--- src/logic/mdmsf_defs.vh ---
`ifndef MDMSF_DEFS_VH
`define MDMSF_DEFS_VH
// register addresses
`define MDMSF_ADDR_STATUS2 6'h08
`define MDMSF_ADDR_QUEUE_PORT_BYTE 6'h09
`define MDMSF_ADDR_LEVEL 6'h0A
// status two fields
`define MDMSF_S2_TCLR 7
`define MDMSF_S2_HSF 6
`define MDMSF_S2_LSEL 4
`define MDMSF_S2_CIPH 3
`define MDMSF_S2_RESET 8'h00
// level register fields
`define MDMSF_LVL_FLUSH 7
// transceiver phase codes
`define MDMSF_PH_IDLE 3'h0
`define MDMSF_PH_WSTART 3'h1
`define MDMSF_PH_TXWAIT 3'h2
`define MDMSF_PH_SEND 3'h3
`define MDMSF_PH_RX_GUARD_TIME 3'h4
`define MDMSF_PH_WDATA 3'h5
`define MDMSF_PH_RECV 3'h6
`endif

--- src/logic/mdmsf_queue.v ---
`timescale 1ns/10ps
// byte queue: discards push when full, pop when empty holds pointers
module mdmsf_queue #(
  parameter DEPTH = 64,
  parameter AW = 6
) (
  // clocking
  input wire core_clk,
  input wire rst,
  input wire clkEn,
  // control
  input wire flush,
  input wire push,
  input wire [7:0] pushData,
  input wire pop,
  // status
  output wire [7:0] headData,
  output wire [AW:0] fillCount,
  output wire full,
  output wire empty,
  output reg overflow_ff
);
  reg [7:0] mem [0:DEPTH-1];
  reg [AW-1:0] wrPtr_ff;
  reg [AW-1:0] rdPtr_ff;
  reg [AW:0] count_ff;
  wire doPush;
  wire doPop;
  assign full = (count_ff == DEPTH[AW:0]);
  assign empty = (count_ff == {(AW+1){1'b0}});
  assign doPush = push & ~full;
  assign doPop = pop & ~empty;
  assign headData = mem[rdPtr_ff];
  assign fillCount = count_ff;
  always @(posedge core_clk) begin
    if (clkEn && doPush && !flush) begin
      mem[wrPtr_ff] <= pushData;
    end
  end
  always @(posedge core_clk) begin
    if (rst) begin
      wrPtr_ff <= {AW{1'b0}};
      rdPtr_ff <= {AW{1'b0}};
      count_ff <= {(AW+1){1'b0}};
      overflow_ff <= 1'b0;
    end else if (clkEn) begin
      if (flush) begin
        wrPtr_ff <= {AW{1'b0}};
        rdPtr_ff <= {AW{1'b0}};
        count_ff <= {(AW+1){1'b0}};
        overflow_ff <= 1'b0;
      end else begin
        if (doPush) begin
          wrPtr_ff <= wrPtr_ff + 1'b1;
        end
        if (doPop) begin
          rdPtr_ff <= rdPtr_ff + 1'b1;
        end
        if (doPush && !doPop) begin
          count_ff <= count_ff + 1'b1;
        end else if (doPop && !doPush) begin
          count_ff <= count_ff - 1'b1;
        end
        if (push && full) begin
          overflow_ff <= 1'b1;
        end
      end
    end
  end
endmodule // mdmsf_queue

--- src/logic/mdmsf_status_fifo.v ---
`timescale 1ns/10ps
`include "mdmsf_defs.vh"
// Overview of operation
// - writing thermal clear drops temp error only below 125 C limit.
// - force bit selects high-speed host input filter; else follows protocol.
// - listen-side flag sets after answering select or polling as target.
// - listen-side flag sets only during passive auto anticollision.
// - listen-side flag clears when external RF field disappears.
// - cipher flag enables encryption of all card data.
// - cipher flag sets only on successful cipher authentication.
// - phase field reports idle, sending, wait-data, receiving codes.
// - phase 001 while waiting for launch-transmit bit.
// - phase 010 waits tx guard time and optionally RF field.
// - phase 100 waits rx guard time and optionally RF field.
// - data port writes push, reads pop oldest of 64 bytes.
// - queue buffers bytes for all serial transmit/receive streams.
// - write increments stored count, read decrements it.
// - flush resets pointers and overflow flag; flush reads zero.
module mdmsf_status_fifo #(
  parameter DEPTH = 64,
  parameter AW = 6,
  parameter GW = 8
) (
  // clocking
  input wire core_clk,
  input wire rst,
  input wire clkEn,
  // register port
  input wire [5:0] regAddr,
  input wire regWr,
  input wire regRd,
  input wire [7:0] regWrData,
  output reg [7:0] regRdData_ff,
  // temperature
  input wire tempAboveLimit,
  input wire tempErrSet,
  output reg tempErr_ff,
  // host filter
  input wire hostHsProtocol,
  output wire hsFilterOn,
  // command and field events
  input wire autoAnticollActive,
  input wire passiveMode,
  input wire targetAnswered,
  input wire rfFieldPresent,
  input wire cipherAuthOk,
  output wire cipherEncrypt,
  // transceive sequencing
  input wire transceiveStart,
  input wire launchTransmit,
  input wire txHoldForField,
  input wire rxHoldForField,
  input wire [GW-1:0] txGuardCycles,
  input wire [GW-1:0] rxGuardCycles,
  input wire rxFrameStart,
  input wire rxFrameEnd,
  input wire abortSeq,
  // serial side of queue
  output wire [7:0] txByte,
  output wire txByteValid,
  input wire txByteTake,
  input wire [7:0] rxByte,
  input wire rxByteValid,
  output wire sending,
  input wire sendDone,
  // status
  output wire [AW:0] queueFillCount,
  output wire queueOverflowFlag
);
  localparam [6:0] ST_IDLE = 7'h01;
  localparam [6:0] ST_WSTART = 7'h02;
  localparam [6:0] ST_TXWAIT = 7'h04;
  localparam [6:0] ST_SEND = 7'h08;
  localparam [6:0] ST_RX_GUARD_TIME = 7'h10;
  localparam [6:0] ST_WDATA = 7'h20;
  localparam [6:0] ST_RECV = 7'h40;

  reg [6:0] state_ff;
  reg [6:0] nxt_state;
  reg [GW-1:0] guard_ff;
  reg [GW-1:0] nxt_guard;
  reg hsForce_ff;
  reg listenSel_ff;
  reg cipher_ff;
  reg [2:0] phase;
  wire wrS2;
  wire wrLvl;
  wire rdData;
  wire wrData;
  wire flush;
  wire qFull;
  wire qEmpty;
  wire [7:0] qHead;
  wire qPush;
  wire qPop;
  wire [7:0] qPushData;

  function hit;
    input [5:0] a;
    input [5:0] b;
    begin
      hit = (a == b);
    end
  endfunction

  assign wrS2 = regWr & hit(regAddr, `MDMSF_ADDR_STATUS2);
  assign wrLvl = regWr & hit(regAddr, `MDMSF_ADDR_LEVEL);
  assign wrData = regWr & hit(regAddr, `MDMSF_ADDR_QUEUE_PORT_BYTE);
  assign rdData = regRd & hit(regAddr, `MDMSF_ADDR_QUEUE_PORT_BYTE);
  assign flush = wrLvl & regWrData[`MDMSF_LVL_FLUSH];

  assign hsFilterOn = hsForce_ff | hostHsProtocol;
  assign cipherEncrypt = cipher_ff;

  assign sending = state_ff[3];
  assign qPush = wrData | (state_ff[6] & rxByteValid);
  assign qPushData = wrData ? regWrData : rxByte;
  assign qPop = rdData | (state_ff[3] & txByteTake);
  assign txByte = qHead;
  assign txByteValid = state_ff[3] & ~qEmpty;

  mdmsf_queue #(
    .DEPTH(DEPTH),
    .AW(AW)
  ) uQueue (
    .core_clk(core_clk),
    .rst(rst),
    .clkEn(clkEn),
    .flush(flush),
    .push(qPush),
    .pushData(qPushData),
    .pop(qPop),
    .headData(qHead),
    .fillCount(queueFillCount),
    .full(qFull),
    .empty(qEmpty),
    .overflow_ff(queueOverflowFlag)
  );

  always @* begin
    nxt_state = state_ff;
    nxt_guard = guard_ff;
    if (guard_ff != {GW{1'b0}}) begin
      nxt_guard = guard_ff - 1'b1;
    end
    case (state_ff)
      ST_IDLE: begin
        if (transceiveStart) begin
          nxt_state = ST_WSTART;
        end
      end
      ST_WSTART: begin
        if (launchTransmit) begin
          nxt_state = ST_TXWAIT;
          nxt_guard = txGuardCycles;
        end
      end
      ST_TXWAIT: begin
        if (guard_ff == {GW{1'b0}} && (!txHoldForField || rfFieldPresent)) begin
          nxt_state = ST_SEND;
        end
      end
      ST_SEND: begin
        if (sendDone) begin
          nxt_state = ST_RX_GUARD_TIME;
          nxt_guard = rxGuardCycles;
        end
      end
      ST_RX_GUARD_TIME: begin
        if (guard_ff == {GW{1'b0}} && (!rxHoldForField || rfFieldPresent)) begin
          nxt_state = ST_WDATA;
        end
      end
      ST_WDATA: begin
        if (rxFrameStart) begin
          nxt_state = ST_RECV;
        end
      end
      ST_RECV: begin
        if (rxFrameEnd) begin
          nxt_state = ST_IDLE;
        end
      end
      default: begin
        nxt_state = ST_IDLE;
      end
    endcase
    if (abortSeq) begin
      nxt_state = ST_IDLE;
    end
  end

  always @* begin
    case (state_ff)
      ST_WSTART: phase = `MDMSF_PH_WSTART;
      ST_TXWAIT: phase = `MDMSF_PH_TXWAIT;
      ST_SEND: phase = `MDMSF_PH_SEND;
      ST_RX_GUARD_TIME: phase = `MDMSF_PH_RX_GUARD_TIME;
      ST_WDATA: phase = `MDMSF_PH_WDATA;
      ST_RECV: phase = `MDMSF_PH_RECV;
      default: phase = `MDMSF_PH_IDLE;
    endcase
  end

  always @(posedge core_clk) begin
    if (rst) begin
      state_ff <= ST_IDLE;
      guard_ff <= {GW{1'b0}};
      hsForce_ff <= 1'b0;
      listenSel_ff <= 1'b0;
      cipher_ff <= 1'b0;
      tempErr_ff <= 1'b0;
      regRdData_ff <= 8'h00;
    end else if (clkEn) begin
      state_ff <= nxt_state;
      guard_ff <= nxt_guard;
      if (wrS2) begin
        hsForce_ff <= regWrData[`MDMSF_S2_HSF];
      end
      // clear only when cool; set wins
      if (tempErrSet) begin
        tempErr_ff <= 1'b1;
      end else if (wrS2 && regWrData[`MDMSF_S2_TCLR] && !tempAboveLimit) begin
        tempErr_ff <= 1'b0;
      end
      if (!rfFieldPresent) begin
        listenSel_ff <= 1'b0;
      end else if (targetAnswered && autoAnticollActive && passiveMode) begin
        listenSel_ff <= 1'b1;
      end
      if (cipherAuthOk) begin
        cipher_ff <= 1'b1;
      end else if (wrS2 && !regWrData[`MDMSF_S2_CIPH]) begin
        cipher_ff <= 1'b0;
      end
      if (regRd) begin
        case (regAddr)
          `MDMSF_ADDR_STATUS2: regRdData_ff <= {1'b0, hsForce_ff, 1'b0,
            listenSel_ff, cipher_ff, phase};
          `MDMSF_ADDR_QUEUE_PORT_BYTE: regRdData_ff <= qHead;
          `MDMSF_ADDR_LEVEL: regRdData_ff <= {1'b0, queueFillCount[6:0]};
          default: regRdData_ff <= 8'h00;
        endcase
      end
    end
  end
endmodule // mdmsf_status_fifo

--- config.mk ---
export PLATFORM = sky130hd
export DESIGN_NAME = mdmsf_status_fifo
export DESIGN_NICKNAME = d
export VERILOG_FILES = /design/src/logic/mdmsf_queue.v /design/src/logic/mdmsf_status_fifo.v
export VERILOG_INCLUDE_DIRS = /design/src /design/src/logic
export SDC_FILE = /design/constraint.sdc
export NUM_CORES = 1
export LEC_CHECK = 0
export BUFFER_PORTS_ARGS = -buffer_cell sky130_fd_sc_hd__buf_2
export CORE_ASPECT_RATIO = 1.4
export CORE_MARGIN = 5
export CORE_UTILIZATION = 29
export DETAILED_ROUTE_END_ITERATION = 10
export RECOVER_POWER = 50
export SKIP_LAST_GASP = 1
export SLEW_MARGIN = 15
export SYNTH_ARGS = -nofsm -noshare
export SYNTH_HDL_FRONTEND = slang
export SYNTH_SLANG_ARGS = --single-unit
--- constraint.sdc ---
create_clock -name core_clk -period 9.1 [get_ports core_clk]
set_clock_uncertainty 0.05 [all_clocks]
set_input_delay 0.455 -clock core_clk [delete_from_list [all_inputs] [get_ports core_clk]]
set_output_delay 0.455 -clock core_clk [all_outputs]
set_load 0.1 [all_outputs]
==> results of run 1 <==
-- final timing paths --
kind                                         start                 end  cells past startpoint
worst max-delay path                     flip-flop           txByte[7]                      7
worst max register to register           flip-flop     regRdData_ff[1]                      7
worst min-delay path                  regWrData[6]          hsForce_ff                      3
worst min register to register  uQueue.rdPtr_ff[5]  uQueue.rdPtr_ff[5]                      2
-- layout by cell type, fill, tap and decap left out, types with 23 or more instances in the layout --
| cell type | netlist | routed |
|---|---|---|
| sky130_fd_sc_hd__mux2i_1 | 73 | 73 |
| sky130_fd_sc_hd__o21ai_0 | 23 | 23 |
| sky130_fd_sc_hd__clkbuf_16 | 0 | 49 |
| sky130_fd_sc_hd__nand3_1 | 46 | 46 |
| sky130_fd_sc_hd__buf_2 | 23 | 68 |
| sky130_fd_sc_hd__dfxtp_1 | 53 | 50 |
| sky130_fd_sc_hd__nor2_1 | 119 | 119 |
| sky130_fd_sc_hd__clkbuf_1 | 32 | 36 |
| sky130_fd_sc_hd__mux4_2 | 99 | 99 |
| sky130_fd_sc_hd__nand2_1 | 65 | 65 |
| sky130_fd_sc_hd__a21oi_1 | 35 | 35 |
| sky130_fd_sc_hd__edfxtp_1 | 512 | 512 |
-- per-layer routing --
layer	global-route usage (%)	part of all wire [%]
met1	14.6	36
met3	1.71	5.4
met4	5.32	4.2
met2	25.5	54
met5	0	0
-- where the power goes --
group / internal, mW / switching, mW
combinational: 0.0360 / 0.0936
sequential: 2.84 / 0.00925
clock: 1.04 / 0.905
total: 3.91 / 1.01
-- layout make-up --
cell class / count / area (um2) / area share [%]
Tap cell: 1054 / 1320 / 5.05
Sequential cell: 565 / 16400 / 63.0
Clock buffer: 56 / 1250 / 4.80
Multi-Input combinational cell: 741 / 6330 / 24.3
Inverter: 16 / 60.1 / 0.230
Timing Repair Buffer: 104 / 514 / 1.97
Clock inverter: 25 / 171 / 0.657
-- sequential cells by signal, summed over array words and instances, names as in the netlist, 6 cells and up, named ones only --
register	cells
state_ff	7
uQueue.wrPtr_ff	6
uQueue.fillCount	7
regRdData_ff	8
uQueue.mem	512
guard_ff	8
uQueue.rdPtr_ff	6
-- worst min-delay path, stage by stage --
cell and delay, ps:
sky130_fd_sc_hd__buf_2 90, sky130_fd_sc_hd__mux2i_1 60, sky130_fd_sc_hd__nor2_1 70
-- cells by family (layout without fill, tap and decap cells) --
group                      count (synthesis)  in the layout  share of synthesized area (%)
DFF                                      565            565                           71.0
and+or+nand+nor                          350            350                           7.50
AOI/OAI and AO/OA                        185            185                           5.54
muxes                                    184            184                           13.4
buffers and inverters                     86            201                           1.58
adders and majority gates                 12             12                          0.681
xor gates and xnor gates                  10             10                          0.378
-- stage by stage --
stage / utilization, % / setup WS [ps]
final: 32.9 / 4160
after global routing: 32.9 / 3910
after CTS: 33.0 / 4080
after detailed placement: 31.2 / 4700
after global placement: 31.2 / 4750
after floorplan: - / 4620
==> impl_summary.txt, run 1 <==
----------------------------------------------------
[Finish]
  Layout area overhead ... 12.7%
  Diode insertion count for antenna repair ... 0
  Non-filler instance count after layout ... 2561
  Post-layout instance area ... 26100 um2
  Number of nets in the final layout ... between 1500 and 2000
  Layout fillers ... 7615
  Fraction of layout cells with a size suffix above 1 ... 17.3%

[Timing]
  Number of setup violations in the final report ... 0
  Ratio of final minimum period to clock period ... 54.3%
  Worst slew margin relative to its limit ... -120%
  Final Max Tran Viols ... roughly 570
  Worst hold slack ... 89.3 ps
  Setup repair after global routing missed its margin ... no
  Final count of hold timing violations ... 0
  Slew @ Worst Pin ... 3290 ps
  Setup Total Neg Slack ... 0 ps
  Time the final worst path needs with I/O delays and setup ... 4940 ps
  Achievable clock frequency ... 202 MHz

[Placed design]
  Area post-placement ... 24800 um2
  Port bufs ... 89
  Post-placement cell count ... 2480
  Routability Congestion ... 0.903
  Detailed Place HPWL ... 39.0 mm

[Logic synthesis]
  Main area contributors after synthesis ... sky130_fd_sc_hd__edfxtp_1 (66%), sky130_fd_sc_hd__mux4_2 (9.6%), sky130_fd_sc_hd__dfxtp_1 (4.6%)
  Warnings from Yosys ... 0
  Proportion of synthesized chip area in sequential cells ... 71.0%
  Yosys top cell by area ... sky130_fd_sc_hd__edfxtp_1
  Number of synthesized flops with an enable pin ... between 500 and 600
  Proportion of register bits with asynchronous set or reset after synthesis ... 0%
  Proportion of netlist area held by the largest area contributor ... 66.4%
  Syn Area/Cell ... around 17 um2
  Post-synthesis cell type count ... between 60 and 70
  Number of synthesized register bits ... 565
  Post-synthesis instance area ... 23200 um2
  Library cell with the highest instance count after synthesis ... sky130_fd_sc_hd__edfxtp_1
  Synth top cells by count ... sky130_fd_sc_hd__edfxtp_1 (512), sky130_fd_sc_hd__nor2_1 (119), sky130_fd_sc_hd__mux4_2 (99)
  Dominant synthesized flop cell ... sky130_fd_sc_hd__edfxtp_1
  Instance count of the mapped netlist ... 1392
  Syn_nets ... between 1000 and 1500

[Run]
  Number of maximum-capacitance constraint violations ... 10

[Worst setup path]
  Worst Path Required ... 8600 ps
  Worst reg2reg setup slack ... between 5000 and 6000 ps
  Crit Path Class ... flip-flop to output pin
  Critical path launch point type ... flip-flop
  Count of buffering cells on the critical path with inverters included ... 2
  Endpoint class of the critical path ... output pin
  Data arrival time of the worst path ... 4440 ps
  Critical-path top delay cell ... sky130_fd_sc_hd__buf_4
  Crit-path leading delay family ... buffers and inverters
  CP max stage delay ... 880 ps
  Critical path, cell by cell ... buf_4, mux4_2, a22o_1, a221oi_1, nand3_1, mux2_2, buf_2
  Critical path peak fanout ... 53

[Global routing]
  Grt total ovfl ... 0
  Via count of the first global-routing pass ... 13400
  Number of antenna violations at the first check in global routing ... 0
  Largest net degree at the start of global routing ... 138
  Global-route usage over all layers ... 13.2%
  First-pass GRT wire length ... 87.3 mm

[Route]
  Number of DRC markers after the initial detailed-route iteration ... 1003
  Detailed-route via count ... 13000
  Post-DRT Antenna Nets ... 0
  Count of unresolved DRC violations after routing ... 0
  Number of search-and-repair iterations in the first detailed-routing pass ... 5
  Wire length reported by the detailed router ... 58.7 mm
  Post-DR wirelength/cell ... 22.9 um
  Ratio of routed vias to standard cells ... 5.06

[Clocking]
  Level count of the clock H-tree ... 2
  CTS Root Buffer Type ... sky130_fd_sc_hd__clkbuf_16
  Number of sinks driven by the clock tree ... 565
  Buffers inserted by post-CTS timing repair ... 0
  Cts bufs inserted ... 48
  Total of cells resized after clock tree synthesis ... 0
  CTS tree ... done
  Clock transition at path regs ... 70 ps
  Clock latency on the worst-skew pair ... between 500 and 600 ps
  Count of hold buffers inserted by post-cts repair ... 0
  Buffer depth of the longest clock path ... 3

[Floorplanning]
  Total I/O pin count ... 90
  Core Footprint ... 79200 um2
  Area of the die ... 85700 um2
  Initial core utilization ... 29.2%
  Count of standard-cell rows ... 122
  Die X ... between 200 and 250 um
  Height of the die ... 344 um

[Status]
  Run status ... complete, but fails checks
  Violations in the final reports ... capacitance limit, slew limit

[Power and ir drop]
  Ratio of total power to cell area ... approximately 190 nW/um2
  Static Leakage ... 7.79 nW
  Worst vdd ir ... 121 uV
  Total Power Consumption ... 4.92 mW

[Min path]
  Type of the tightest min-delay check ... input pin to flip-flop

----------------------------------------------------
No activity file was read; power rests on OpenSTA's default activity.
==> inputs of run 2 (changes only) <==
--- a/config.mk
+++ b/config.mk
@@ -6,6 +6,7 @@
 export SDC_FILE = /design/constraint.sdc
 export NUM_CORES = 1
 export LEC_CHECK = 0
+export ABC_AREA = 1
 export BUFFER_PORTS_ARGS = -buffer_cell sky130_fd_sc_hd__buf_2
 export CORE_ASPECT_RATIO = 1.4
 export CORE_MARGIN = 5
==> constraint.sdc (replaced) <==
create_clock -name core_clk -period 4.05 [get_ports core_clk]
set_clock_uncertainty 0.05 [all_clocks]
set_input_delay 0.2025 -clock core_clk [delete_from_list [all_inputs] [get_ports core_clk]]
set_output_delay 0.2025 -clock core_clk [all_outputs]
set_load 0.1 [all_outputs]
==> impl_summary.txt, run 2 <==
----------------------------------------------------
[Logic synthesis]
  Main area contributors after synthesis ... sky130_fd_sc_hd__edfxtp_1 (63%), sky130_fd_sc_hd__nand2_1 (11%), sky130_fd_sc_hd__nand3_1 (8.5%)
  Dominant synthesized flop cell ... sky130_fd_sc_hd__edfxtp_1
  Syn Area/Cell ... 10.8 um2
  Proportion of synthesized chip area in sequential cells ... 67.6%
  Warnings from Yosys ... 0
  Proportion of netlist area held by the largest area contributor ... 63.3%
  Syn_nets ... 2318
  Synth top cells by count ... sky130_fd_sc_hd__nand2_1 (704), sky130_fd_sc_hd__edfxtp_1 (512), sky130_fd_sc_hd__nand3_1 (414)
  Post-synthesis instance area ... between 20000 and 25000 um2
  Number of synthesized flops with an enable pin ... 512
  Instance count of the mapped netlist ... 2245
  Number of synthesized register bits ... 565
  Library cell with the highest instance count after synthesis ... sky130_fd_sc_hd__nand2_1
  Yosys top cell by area ... sky130_fd_sc_hd__edfxtp_1
  Post-synthesis cell type count ... 57
  Proportion of register bits with asynchronous set or reset after synthesis ... 0%

[Min path]
  Cells on Worst Hold Path ... 4
  Type of the tightest min-delay check ... input pin to flip-flop

[Clocking]
  Buffer depth of the longest clock path ... 3
  Clock transition at path regs ... roughly 70 ps
  Cts bufs inserted ... 50
  CTS Root Buffer Type ... sky130_fd_sc_hd__clkbuf_16
  Level count of the clock H-tree ... 2
  CTS tree ... done
  Number of sinks driven by the clock tree ... between 500 and 600
  Total of cells resized after clock tree synthesis ... 0
  Clock latency on the worst-skew pair ... 600 ps

[Placed design]
  Port bufs ... a little under 90
  Detailed Place HPWL ... 40.4 mm
  Area post-placement ... 25900 um2
  Routability Congestion ... 0.857

[Finish]
  Commonest non-fill, non-tap cell in the layout ... sky130_fd_sc_hd__nand2_1
  Layout area overhead ... 13.6%
  Final core occ ... 33.2%
  Fraction of layout cells with a size suffix above 1 ... 9.51%
  Layout fillers ... 8308
  Diode insertion count for antenna repair ... 0
  Number of flip-flops under the largest register name ... between 500 and 600
  Post-layout instance area ... 27600 um2
  Number of nets in the final layout ... about 2400
  Biggest regs ... uQueue.mem x512, guard_ff x8, regRdData_ff x8
  Commonest cells after routing, fill and taps aside ... sky130_fd_sc_hd__nand2_1 (707), sky130_fd_sc_hd__edfxtp_1 (512), sky130_fd_sc_hd__nand3_1 (414)
  Most flop-heavy register ... uQueue.mem

[Global routing]
  Number of antenna violations at the first check in global routing ... 0
  Via count of the first global-routing pass ... 16800
  Grt total ovfl ... 0
  Largest net degree at the start of global routing ... between 100 and 150
  Global-route usage over all layers ... 14.1%
  First-pass GRT wire length ... 98.5 mm

[Timing]
  Final count of hold timing violations ... 0
  Slew @ Worst Pin ... approximately 1200 ps
  Ratio of final minimum period to clock period ... a little under 100%
  Time the final worst path needs with I/O delays and setup ... 3910 ps
  Final Max Tran Viols ... 0
  Number of setup violations in the final report ... 0
  Worst slew margin relative to its limit ... 19.0%
  Achievable clock frequency ... 256 MHz
  Setup repair after global routing missed its margin ... yes
  Setup Total Neg Slack ... 0 ps

[Worst setup path]
  Critical path peak fanout ... 12
  Critical path launch point type ... input pin
  Worst reg2reg setup slack ... 830 ps
  R2R depth ... 8
  Data arrival time of the worst path ... 4090 ps
  Endpoint class of the critical path ... flip-flop
  R2r startpoint ... uQueue.fillCount[0]
  Worst Path Required ... 4220 ps
  Crit Path Class ... input pin to flip-flop
  Crit. Startpoint ... regAddr[4]
  Critical path destination ... uQueue.mem[61][3]
  Capture instance of the worst register-to-register path ... uQueue.mem[61][3]

[Power and ir drop]
  Static Leakage ... between 9 and 10 nW
  Ratio of total power to cell area ... roughly 420 nW/um2
  Worst vdd ir ... ~340 uV

[Route]
  Count of unresolved DRC violations after routing ... 0
  Post-DRT Antenna Nets ... 0
  Number of search-and-repair iterations in the first detailed-routing pass ... 5
  Wire length reported by the detailed router ... 64.6 mm
  Ratio of routed vias to standard cells ... 4.84
  Number of DRC markers after the initial detailed-route iteration ... 1215
  Detailed-route via count ... 16700
  Post-DR wirelength/cell ... between 15 and 20 um

[Status]
  Run status ... completed

[Floorplanning]
  Core Footprint ... about 83000 um2
  Initial core utilization ... between 20% and 30%
  Area of the die ... 89700 um2
  Total I/O pin count ... 90
  Height of the die ... 352 um
  Count of standard-cell rows ... 125
  Die X ... 255 um

[Run]
  Number of maximum-capacitance constraint violations ... 0

----------------------------------------------------
[run 2: changes by cell type in the layout (fill, tap and decap cells not counted), sizes merged, moves of 27 or more]
| cell | before | now |
|---|---|---|
| nand2 | 65 | 715 |
| nand3 | 46 | 419 |
| mux4 | 99 | 0 |
| mux2i | 73 | 0 |
| inv | 16 | 75 |
| buf | 75 | 108 |
| nor2 | 119 | 149 |
| o21ai | 25 | 52 |
[run 2: cell type report]
| cell class | count | area [um2] | share of cell area [%] |
|---|---|---|---|
| Sequential cell | 565 | 16400 | 59.6 |
| Multi-Input combinational cell | 1485 | 6880 | 24.9 |
| Tap cell | 1079 | 1350 | 4.89 |
| Clock buffer | 65 | 1330 | 4.81 |
| Timing Repair Buffer | 155 | 1130 | 4.10 |
| Inverter | 74 | 285 | 1.03 |
| Clock inverter | 22 | 181 | 0.657 |
[run 2: power breakdown]
group | switching (mW) | total, mW | internal, mW
combinational | 0.425 | 0.590 | 0.165
sequential | 0.0268 | 6.40 | 6.38
clock | 2.07 | 4.51 | 2.44
[run 2: how the worst min path moves through the flow]
| stage | from | end | slack, ps |
|---|---|---|---|
| 6_report | abortSeq | state_ff[2] | 40 |
| 5_1_grt | abortSeq | state_ff[2] | 50 |
| 4_1_cts | abortSeq | state_ff[1] | 1 |
| 3_5_place_dp | tempErrSet | tempErr_ff | 400 |
| 3_3_place_gp | tempErr_ff | tempErr_ff | 400 |
| 2_1_floorplan | tempErrSet | tempErr_ff | 290 |
[run 2: stage by stage]
stage	total power, mW	hold WS, ps	std cells	setup WS [ps]
after floorplan	6.91	293	2245	-171
after global placement	7.10	397	3332	704
after detailed placement	7.11	401	3332	562
after CTS	11.6	1.36	3445	159
after global routing	11.9	50.7	3445	-48.8
final	11.5	40.7	3445	136
[run 2: cells by family after synthesis]
logic type                 count (synthesis)  synth area share [%]
buffers and inverters                    195                  4.08
adders and majority gates                 12                 0.649
DFF                                      565                  67.6
and+or+nand+nor                         1315                  23.6
xor gates and xnor gates                   6                 0.216
muxes                                      6                 0.278
AOI/OAI and AO/OA                        146                  3.52
[run 2: critical path, cell delays in order]
cell                            delay, ps
sky130_fd_sc_hd__dlygate4sd3_1        530
sky130_fd_sc_hd__buf_2                120
sky130_fd_sc_hd__nor2_2               100
sky130_fd_sc_hd__dlygate4sd3_1        610
sky130_fd_sc_hd__nand2_4               80
sky130_fd_sc_hd__nor2_8               160
sky130_fd_sc_hd__nand2_4              190
sky130_fd_sc_hd__a21oi_4              200
sky130_fd_sc_hd__nand2_2              110
sky130_fd_sc_hd__nor2_4               180
sky130_fd_sc_hd__nand4_1              730
sky130_fd_sc_hd__nor2_1               860
[run 2: timing repair]
action	CTS	global route
endpoints found under the setup margin	0	24
setup buffers	0	0
hold buffers	26	0
endpoints found under the hold margin	13	0
[run 2: per-layer routing]
layer	GRT usage, %	vias to the layer above	part of all wire, %
met5	0	-	0
met4	5.90	0	4.4
met3	1.67	131	5.2
met2	26.0	545	53
met1	16.2	8035	37
li1	-	7967	-
